## src/hdl/nvm_access_pkg.sv

```systemverilog
// Package: register map, field layout, op-codes, timing for the EEPROM access block
package nvm_access_pkg;
    localparam logic [7:0] ADDR_NVM_ACCESS = 8'h00;
    localparam logic [7:0] ADDR_IRQ_STATUS = 8'h04;
    localparam logic [7:0] ADDR_IRQ_MASK = 8'h08;
    localparam logic [7:0] ADDR_CONTROL = 8'h0c;
    localparam logic [7:0] ADDR_STATUS = 8'h10;
    localparam logic [7:0] ADDR_CONFIG = 8'h14;
    // Access register layout: [31:24] op-code, [23] busy, [22:16] address, [15:0] data
    localparam int OPC_LSB = 24;
    localparam int BUSY_BIT = 23;
    localparam int ADR_LSB = 16;
    localparam int ADR_W = 7;
    localparam int DAT_W = 16;
    localparam int NVM_WORDS = 128;
    localparam logic [7:0] OPC_READ = 8'h01;
    localparam logic [7:0] OPC_WRITE = 8'h02;
    // Interrupt status bits
    localparam int IRQ_DONE = 0;
    localparam int IRQ_ERROR = 1;
    localparam int IRQ_TRIGGER = 2;
    localparam int IRQ_W = 3;
    // Control bits
    localparam int CTL_EXTERNAL_TIMEBASE_MODE = 0;
    localparam int CTL_SWTRIG = 1;
    localparam int CTL_RELOAD = 2;
    localparam logic [2:0] CONTROL_RESET = 3'h0;
    // Timing at 20 MHz
    localparam int CLK_HZ = 20000000;
    localparam int NVM_READ_NS = 1000;
    localparam int NVM_WRITE_US = 100;
    localparam int READ_CYCLES = (NVM_READ_NS * (CLK_HZ / 1000000) + 999) / 1000;
    localparam int WRITE_CYCLES = NVM_WRITE_US * (CLK_HZ / 1000000);
    localparam int EXTERNAL_TIMEBASE_MODE_JITTER = 96;
    localparam int CNT_W = 12;
endpackage : nvm_access_pkg

```

## src/hdl/nvm_access_trigger.sv

```systemverilog
// Module: EEPROM access path, configuration load and measurement trigger
//
// Design decisions made here: the AXI4-Lite slave port and the register addresses.
`timescale 1ns/1ps
// Notes on behaviour
// - Writing an op-code into byte 3 of access register starts the access.
// - Configuration is loaded from the internal EEPROM, not from pins.
// - EEPROM is programmed only through the AXI4-Lite host interface.
// - External_timebase_mode external time base: sampling jitters up to 96 periods.
// - Devices sharing an external time base do not sample in synchronism; each waits on its own free counter.
// - In synchronous mode the trigger pin still serves asynchronous triggers.
// - Transfer-enable/trigger pin controls when simple master transfers occur.
// - An optional output reports ready or error state to the host.
module nvm_access_trigger (
    // Clock and reset
    input wire logic clk_i,
    input wire logic rst_i,
    // AXI4-Lite write address
    input wire logic [7:0] s_axi_awaddr_i,
    input wire logic s_axi_awvalid_i,
    output logic s_axi_awready_o,
    // AXI4-Lite write data
    input wire logic [31:0] s_axi_wdata_i,
    input wire logic [3:0] s_axi_wstrb_i,
    input wire logic s_axi_wvalid_i,
    output logic s_axi_wready_o,
    // AXI4-Lite write response
    output logic [1:0] s_axi_bresp_o,
    output logic s_axi_bvalid_o,
    input wire logic s_axi_bready_i,
    // AXI4-Lite read
    input wire logic [7:0] s_axi_araddr_i,
    input wire logic s_axi_arvalid_i,
    output logic s_axi_arready_o,
    output logic [31:0] s_axi_rdata_o,
    output logic [1:0] s_axi_rresp_o,
    output logic s_axi_rvalid_o,
    input wire logic s_axi_rready_i,
    // Pins
    input wire logic transfer_enable_trigger_pin_i,
    output logic measure_strobe_o,
    output logic transfer_window_o,
    output logic ready_error_n_o,
    output logic irq_o
);
    import nvm_access_pkg::*;

    typedef enum logic [3:0] {
        ST_IDLE = 4'b0001,
        ST_READ = 4'b0010,
        ST_WRITE = 4'b0100,
        ST_LOAD = 4'b1000
    } nvm_state_t;

    typedef struct packed {
        nvm_state_t st;
        logic [12:0] wait_cnt;
        logic [7:0] opc;
        logic [ADR_W-1:0] adr;
        logic [DAT_W-1:0] dat;
        logic busy;
        logic [ADR_W-1:0] load_adr;
        logic [DAT_W-1:0] cfg;
        logic cfg_valid;
        logic [IRQ_W-1:0] irq_st;
        logic [IRQ_W-1:0] irq_mask;
        logic [2:0] ctl;
        logic err;
        logic aw_got;
        logic w_got;
        logic [7:0] awaddr;
        logic [31:0] wdata;
        logic [3:0] wstrb;
        logic bvalid;
        logic [1:0] bresp;
        logic rvalid;
        logic [31:0] rdata;
        logic [1:0] rresp;
        logic [1:0] trg_sync;
        logic trg_prev;
        logic [6:0] jit_cnt;
        logic pend;
        logic strobe;
    } state_t;

    state_t q;
    state_t d;
    logic [DAT_W-1:0] mem_q [NVM_WORDS];
    logic mem_we;

    function automatic logic [31:0] apply_strb(input logic [31:0] old, input logic [31:0] nw,
                                               input logic [3:0] strb);
        logic [31:0] r;
        r = old;
        for (int i = 0; i < 4; i++) begin
            if (strb[i]) begin
                r[8*i +: 8] = nw[8*i +: 8];
            end
        end
        return r;
    endfunction : apply_strb

    function automatic logic mapped(input logic [7:0] a);
        return a == ADDR_NVM_ACCESS || a == ADDR_IRQ_STATUS || a == ADDR_IRQ_MASK ||
               a == ADDR_CONTROL || a == ADDR_STATUS || a == ADDR_CONFIG;
    endfunction : mapped

    logic [31:0] acc_word;
    logic [31:0] acc_new;
    logic do_write;
    logic trg_rise;
    logic [IRQ_W-1:0] irq_set;

    always_comb begin
        acc_word = {q.opc, q.busy, q.adr, q.dat};
        acc_new = apply_strb(acc_word, q.wdata, q.wstrb);
        do_write = q.aw_got && q.w_got && !q.bvalid;
        trg_rise = q.trg_sync[1] && !q.trg_prev;
        irq_set = '0;
        mem_we = 1'b0;
        d = q;
        d.strobe = 1'b0;
        // Two flip-flop synchroniser on the trigger pin
        d.trg_sync = {q.trg_sync[0], transfer_enable_trigger_pin_i};
        d.trg_prev = q.trg_sync[1];

        if (s_axi_awvalid_i && !q.aw_got) begin
            d.aw_got = 1'b1;
            d.awaddr = s_axi_awaddr_i;
        end
        if (s_axi_wvalid_i && !q.w_got) begin
            d.w_got = 1'b1;
            d.wdata = s_axi_wdata_i;
            d.wstrb = s_axi_wstrb_i;
        end
        if (q.bvalid && s_axi_bready_i) begin
            d.bvalid = 1'b0;
            d.aw_got = 1'b0;
            d.w_got = 1'b0;
        end

        // EEPROM engine
        unique case (q.st)
            ST_IDLE: begin
                d.busy = 1'b0;
            end
            ST_READ, ST_WRITE: begin
                if (q.wait_cnt == '0) begin
                    if (q.st == ST_READ) begin
                        d.dat = mem_q[q.adr];
                    end else begin
                        mem_we = 1'b1;
                    end
                    d.busy = 1'b0;
                    d.opc = '0;
                    d.st = ST_IDLE;
                    irq_set[IRQ_DONE] = 1'b1;
                end else begin
                    d.wait_cnt = q.wait_cnt - 13'd1;
                end
            end
            ST_LOAD: begin
                // The 16-bit config word comes from EEPROM word 0 after reset and on reload
                if (q.wait_cnt == '0) begin
                    d.cfg = mem_q[q.load_adr];
                    d.cfg_valid = 1'b1;
                    d.busy = 1'b0;
                    d.st = ST_IDLE;
                end else begin
                    d.wait_cnt = q.wait_cnt - 13'd1;
                end
            end
        endcase

        if (do_write) begin
            d.bvalid = 1'b1;
            d.bresp = mapped(q.awaddr) ? 2'b00 : 2'b10;
            unique case (q.awaddr)
                ADDR_NVM_ACCESS: begin
                    // A write while busy is ignored; host should poll first
                    if (!q.busy) begin
                        d.adr = acc_new[ADR_LSB +: ADR_W];
                        d.dat = acc_new[DAT_W-1:0];
                        if (q.wstrb[3]) begin
                            d.opc = acc_new[OPC_LSB +: 8];
                            d.wait_cnt = 13'(WRITE_CYCLES - 1);
                            if (acc_new[OPC_LSB +: 8] == OPC_READ) begin
                                d.busy = 1'b1;
                                d.wait_cnt = 13'(READ_CYCLES - 1);
                                d.st = ST_READ;
                            end else if (acc_new[OPC_LSB +: 8] == OPC_WRITE) begin
                                d.busy = 1'b1;
                                d.st = ST_WRITE;
                            end else begin
                                d.err = 1'b1;
                                d.opc = '0;
                                irq_set[IRQ_ERROR] = 1'b1;
                            end
                        end
                    end
                end
                ADDR_IRQ_STATUS: d.irq_st = q.irq_st & ~q.wdata[IRQ_W-1:0];
                ADDR_IRQ_MASK: d.irq_mask = q.wdata[IRQ_W-1:0];
                ADDR_CONTROL: begin
                    d.ctl = q.wdata[2:0];
                    if (q.wdata[CTL_RELOAD] && !q.busy) begin
                        d.busy = 1'b1;
                        d.wait_cnt = 13'(READ_CYCLES - 1);
                        d.st = ST_LOAD;
                    end
                    if (q.wdata[CTL_RELOAD]) begin
                        d.err = 1'b0;
                    end
                end
                default: ;
            endcase
            d.ctl[CTL_RELOAD] = 1'b0;
        end

        // Measurement trigger
        d.pend = q.pend;
        if (q.ctl[CTL_EXTERNAL_TIMEBASE_MODE]) begin
            // Latching to a free counter adds up to 96 periods of jitter
            if (trg_rise) begin
                d.pend = 1'b1;
            end
            d.jit_cnt = (q.jit_cnt == 7'(EXTERNAL_TIMEBASE_MODE_JITTER - 1)) ? '0 : q.jit_cnt + 7'd1;
            if (q.pend && q.jit_cnt == '0) begin
                d.strobe = 1'b1;
                d.pend = 1'b0;
            end
        end else begin
            d.pend = 1'b0;
            d.jit_cnt = '0;
            // Pin edge fires at once, same latency in every device
            if (trg_rise || (do_write && q.awaddr == ADDR_CONTROL && q.wdata[CTL_SWTRIG])) begin
                d.strobe = 1'b1;
            end
        end
        if (d.strobe) begin
            irq_set[IRQ_TRIGGER] = 1'b1;
        end

        // Set wins over a simultaneous clear
        d.irq_st = d.irq_st | irq_set;

        if (s_axi_arvalid_i && !q.rvalid) begin
            d.rvalid = 1'b1;
            d.rresp = mapped(s_axi_araddr_i) ? 2'b00 : 2'b10;
            unique case (s_axi_araddr_i)
                ADDR_NVM_ACCESS: d.rdata = acc_word;
                ADDR_IRQ_STATUS: d.rdata = {29'h0, q.irq_st};
                ADDR_IRQ_MASK: d.rdata = {29'h0, q.irq_mask};
                ADDR_CONTROL: d.rdata = {29'h0, q.ctl};
                ADDR_STATUS: d.rdata = {29'h0, q.cfg_valid, q.err, q.busy};
                ADDR_CONFIG: d.rdata = {16'h0, q.cfg};
                default: d.rdata = 32'h0;
            endcase
        end else if (q.rvalid && s_axi_rready_i) begin
            d.rvalid = 1'b0;
        end
    end

    always_ff @(posedge clk_i or posedge rst_i) begin
        if (rst_i) begin
            q <= '0;
            q.st <= ST_LOAD;
            q.busy <= 1'b1;
            q.wait_cnt <= 13'(READ_CYCLES - 1);
            q.ctl <= CONTROL_RESET;
        end else begin
            q <= d;
        end
    end

    always_ff @(posedge clk_i) begin
        if (mem_we) begin
            mem_q[q.adr] <= q.dat;
        end
    end

    assign s_axi_awready_o = !q.aw_got;
    assign s_axi_wready_o = !q.w_got;
    assign s_axi_bvalid_o = q.bvalid;
    assign s_axi_bresp_o = q.bresp;
    assign s_axi_arready_o = !q.rvalid;
    assign s_axi_rvalid_o = q.rvalid;
    assign s_axi_rdata_o = q.rdata;
    assign s_axi_rresp_o = q.rresp;
    assign measure_strobe_o = q.strobe;
    assign transfer_window_o = q.trg_sync[1];
    assign ready_error_n_o = q.cfg_valid && !q.err && !q.busy;
    assign irq_o = |(q.irq_st & q.irq_mask);

    a_busy_on_launch: assert property (@(posedge clk_i) disable iff (rst_i)
        (q.st == ST_IDLE && d.st inside {ST_READ, ST_WRITE}) |=> q.busy)
        else $error("busy not set on launch");
    a_busy_holds: assert property (@(posedge clk_i) disable iff (rst_i)
        (q.st == ST_WRITE) |-> q.busy)
        else $error("busy dropped during write");
    a_launch_byte3: assert property (@(posedge clk_i) disable iff (rst_i)
        (do_write && q.awaddr == ADDR_NVM_ACCESS && !q.busy && q.wstrb[3]
         && q.wdata[31:24] == OPC_READ) |=> q.st == ST_READ)
        else $error("read not launched");
    a_no_launch_lane: assert property (@(posedge clk_i) disable iff (rst_i)
        (do_write && q.awaddr == ADDR_NVM_ACCESS && !q.wstrb[3] && q.st == ST_IDLE)
        |=> q.st == ST_IDLE)
        else $error("launch without byte 3");
    a_bad_opcode: assert property (@(posedge clk_i) disable iff (rst_i)
        (do_write && q.awaddr == ADDR_NVM_ACCESS && !q.busy && q.wstrb[3]
         && q.wdata[31:24] != OPC_READ && q.wdata[31:24] != OPC_WRITE) |=> q.err)
        else $error("bad op-code not flagged");
    a_sync_strobe: assert property (@(posedge clk_i) disable iff (rst_i)
        (!q.ctl[CTL_EXTERNAL_TIMEBASE_MODE] && trg_rise) |=> measure_strobe_o)
        else $error("sync trigger not immediate");
    a_external_timebase_mode_jitter: assert property (@(posedge clk_i) disable iff (rst_i)
        (q.ctl[CTL_EXTERNAL_TIMEBASE_MODE] && $rose(q.pend)) |-> ##[0:96] measure_strobe_o)
        else $error("external_timebase_mode trigger late");
    a_ready_out: assert property (@(posedge clk_i) disable iff (rst_i)
        (q.st != ST_IDLE) |-> !ready_error_n_o)
        else $error("ready shown while engine runs");
    a_load_done: assert property (@(posedge clk_i) disable iff (rst_i)
        (q.st == ST_LOAD && q.wait_cnt == '0) |=> (q.cfg_valid && q.st == ST_IDLE))
        else $error("config load incomplete");
endmodule : nvm_access_trigger

```

## config.mk

```make
export PLATFORM = sky130hd
export DESIGN_NAME = nvm_access_trigger
export DESIGN_NICKNAME = d
export VERILOG_FILES = /design/src/hdl/nvm_access_pkg.sv /design/src/hdl/nvm_access_trigger.sv
export SDC_FILE = /design/constraint.sdc
export NUM_CORES = 2
export LEC_CHECK = 0
export ABC_AREA = 1
export BUFFER_PORTS_ARGS = -buffer_cell sky130_fd_sc_hd__buf_2
export CAP_MARGIN = 20
export CELL_PAD_IN_SITES_DETAIL_PLACEMENT = 0
export CELL_PAD_IN_SITES_GLOBAL_PLACEMENT = 2
export CORE_MARGIN = 2
export CORE_UTILIZATION = 35
export CTS_BUF_LIST = sky130_fd_sc_hd__clkbuf_4 sky130_fd_sc_hd__clkbuf_8 sky130_fd_sc_hd__clkbuf_16
export DETAILED_ROUTE_END_ITERATION = 12
export PLACE_DENSITY_LB_ADDON = 0.1
export REMOVE_ABC_BUFFERS = 1
export SETUP_SLACK_MARGIN = 0.3
export SYNTH_ARGS = -nofsm -noshare
export SYNTH_HDL_FRONTEND = slang
export SYNTH_SLANG_ARGS = --single-unit
export TNS_END_PERCENT = 50
```

## constraint.sdc

```tcl
create_clock -name clk_i -period 11.1 [get_ports clk_i]
set_input_delay 1.665 -clock clk_i [delete_from_list [all_inputs] [get_ports clk_i]]
set_output_delay 1.665 -clock clk_i [all_outputs]
set_load 0.01 [all_outputs]
```

==> metrics.md <==
| Metric | Value |
|---|---|
| Status | `completed` |
| CTS root buf | `clkbuf_16` |
| Detailed Route WL | `287 mm` |
| DRC errors left | `0` |
| Number of DRC markers in iteration 0 | `roughly 4700` |
| Mapped Area | `0.0960 mm2` |
| Multi-input logic area | `0.0213 mm2` |
| Die Height | `528 um` |
| First-pass GRT wire length | `417 mm` |
| Pwr dens | `176 mW/mm2` |
| # IOs | `105` |
| Final setup TNS | `0 ns` |
| Worst flop-to-flop path endpoint | `acc_word[3]` |
| Via count | `61507` |
| Seq/Total Area, Yosys | `between 60% and 70%` |
| Post-CTS setup buffer count | `0` |
| Chip width | `roughly 530 um` |
| Post-route ant nets | `0` |
| Hold buffer count at CTS | `0` |
| WHS Endpoint | `transfer_window_o` |
| Layout area overhead | `13.7%` |
| Clk_lat worst skew | `0.88 ns` |
| Tot Pwr | `0.0192 W` |
| Initial antenna violation count | `17` |
| Nets@finish | `about 9600` |
| Worst-Margin Slew | `1.10 ns` |
| Share of cells above drive strength 1 | `9.51%` |
| Fmax | `between 200 and 250 MHz` |
| CP Max Fanout | `115` |
| Skew final | `0.0389 ns` |
| CTS buffer count | `about 270` |
| Leakage power | `47.2 nW` |
| Post-CTS Resized | `0` |
| Final setup vio count | `0` |
| Worst hold stages | `0` |
| Worst rel slew slack | `26.9%` |
| CORE AREA | `0.273 mm2` |
| Dominant synthesized flop cell | `edfxtp_1` |
| Vias per inst | `4.63` |
| GR Overflow Total | `0` |
| DR WL/cell | `21.6 um` |
| Port-buffer cells | `101` |
| Syn. warnings | `0` |
| Cells after synthesis | `approximately 9400` |
| VDD IR max | `116 uV` |
| Worst hold start | `d[11]` |
| Htree depth | `5` |
| Clock Path Buffers | `4` |
| Number of fill cells | `26376` |
| Crit start category | `register` |
| Final Hold Viols | `0` |
| Hold Crit Class | `reg2reg` |
| Synth Area per Inst | `10.3 um2` |
| Pin count of the biggest net entering global routing | `162` |
| Worst r2r src | `acc_word[16]` |
| Die Area | `~0.28 mm2` |
| Clk slew on worst S/H paths | `0.06 ns` |
| Sequential Area | `0.0658 mm2` |
| Final Cycle Share | `between 40 and 50%` |
| Clock sinks | `2216` |
| Vias in the first global route | `58723` |
| EDFF count, synth | `2048` |
| Crit. End Element | `register` |
| Max-slew violation count | `0` |
| Yosys cell types | `48` |
| R2R Setup Slk | `~6 ns` |
| Drt pass-1 iters | `5` |
| Final GP Congestion | `0.765` |
| RSZ-0062 raised after global routing | `false` |
| Worst path required time | `11.85 ns` |
| Post-route minimum period | `4.99 ns` |
| Dpl hpwl | `163 mm` |
| Worst reg-to-reg path cell count | `16` |
| Kind of critical path | `reg2reg` |
| CTS tree | `built` |
| Gr usage total | `around 20%` |
| Yosys reg bits | `about 2200` |
| Row Count | `approximately 190` |
| CP arrival | `5.74 ns` |
| Initial Utilization | `approximately a third` |
| Maxcap violations | `0` |
| Post-synthesis async set-or-reset flop share | `under 10%` |
==> Yosys cell counts (19+ instances only) <==
| master | instances | area share (%) |
|---|---|---|
| nand2_1 | 2604 | 10 |
| edfxtp_1 | 2048 | 64 |
| inv_1 | 1761 | 6.9 |
| nand3_1 | 889 | 4.6 |
| nor2_1 | 716 | 2.8 |
| buf_2 | 238 | 1.2 |
| o21ai_0 | 219 | 1.1 |
| dfrtp_1 | 163 | 4.3 |
| o21ai_1 | 157 | 0.82 |
| or2_2 | 99 | 0.65 |
| clkbuf_1 | 92 | 0.36 |
| buf_4 | 74 | 0.58 |
| nand4_1 | 52 | 0.34 |
| or2_0 | 44 | 0.29 |
| a21oi_1 | 33 | 0.17 |
| buf_6 | 30 | 0.35 |
| mux2_2 | 23 | 0.27 |
| o211ai_1 | 19 | 0.15 |
==> worst max-delay path by stage <==
stage / from / end / slack [ns] / depth (start not counted)
final: acc_word[16] / acc_word[3] / 6.11 / 16
after global routing: acc_word[16] / acc_word[3] / 5.75 / 16
after CTS: acc_word[16] / acc_word[3] / 6.12 / 16
after detailed placement: acc_word[16] / acc_word[3] / 6.16 / 16
after global placement: acc_word[16] / acc_word[6] / 6.11 / 16
after floorplan: acc_word[16] / mem_q[105][0] / -33.11 / 4
==> state kept, by name, indices dropped and copies added, names as in the netlist <==
name               cells
mem_q               2048
q                     97
acc_word              32
s_axi_rdata_o         32
d                      1
measure_strobe_o       1
s_axi_bresp_o          1
s_axi_bvalid_o         1
s_axi_rresp_o          1
s_axi_rvalid_o         1
transfer_window_o      1
==> power by group <==
part | internal, W | total (W) | switching (W)
Combinational | 0.000279 | 0.00120 | 0.000923
Clock | 0.00500 | 0.00844 | 0.00344
Sequential | 0.00940 | 0.00960 | 0.000205
Total | 0.0147 | 0.0192 | 0.00457
==> critical path, cell delays in order (launching register included) <==
cell and delay (ns):
dfrtp_4 0.63, inv_16 0.31, buf_4 0.58, buf_4 0.78, nand2_1 0.12, nand3_1 0.13, nand4_1 0.22, nand2_1 0.11
nand2_1 0.20, nor2_1 0.50, nor2_1 0.09, nor2_1 0.41, nand2_1 0.23, nand2_1 0.12, nand2_1 0.07, nand2_1 0.06
nand2_1 0.05
==> logic make-up after synthesis <==
kind of cell / Yosys count / synth area share [%]
other: 1 / 0.00391
adder cells (fa/ha/maj): 3 / 0.0391
buffers and inverters: 2212 / 9.51
XOR/XNOR: 8 / 0.0730
flip-flops: 2216 / 68.5
multiplexers: 23 / 0.270
AO/OA/AOI/OAI: 459 / 2.53
AND/OR/NAND/NOR: 4433 / 19.1
==> area by class of cell <==
| type | count | share of cell area (%) |
|---|---|---|
| antenna | 8 | 0.0184 |
| clock buffer | 353 | 6.91 |
| clock inverter | 110 | 0.745 |
| inverter | 1766 | 6.10 |
| multi-input combinational | 4928 | 19.5 |
| sequential | 2216 | 60.3 |
| tap | 3589 | 4.12 |
| timing repair buffer | 319 | 2.31 |
==> layer usage <==
layer / GRT usage, % / vias up / routed length, um
met5: 0 / - / 13
met2: 31.8 / 1204 / 129000
met1: 30.0 / 29815 / 137000
met3: 2.34 / 384 / 13300
li1: - / 30102 / -
met4: 5.68 / 2 / 8090
==> metrics by stage <==
| step | util (%) | instances | area, um2 | worst slack (ns) | hold slack [ns] |
|---|---|---|---|---|---|
| floorplan | - | 8910 | 93500 | -33.11 | 0.331 |
| global placement | 36.7 | 12803 | 100000 | 6.11 | 0.339 |
| detailed placement | 36.8 | 12809 | 100000 | 6.16 | 0.336 |
| CTS | 39.8 | 13272 | 109000 | 6.12 | 0.372 |
| global route | 39.9 | 13282 | 109000 | 5.75 | 0.385 |
| finish | 39.9 | 13289 | 109000 | 6.11 | 0.369 |
==> placed cells by master (no fill, tap or decap), types with 99 or more instances in the layout <==
| cell | synthesis | routed |
|---|---|---|
| dfrtp_1 | 163 | 146 |
| nor2_1 | 716 | 689 |
| nand3_1 | 889 | 889 |
| nand2_1 | 2604 | 2594 |
| o21ai_0 | 219 | 219 |
| buf_2 | 238 | 101 |
| or2_2 | 99 | 99 |
| clkbuf_16 | 0 | 277 |
| buf_4 | 74 | 192 |
| edfxtp_1 | 2048 | 2048 |
| inv_1 | 1761 | 1759 |
| o21ai_1 | 157 | 157 |
Power figures use the tool's default switching activity.
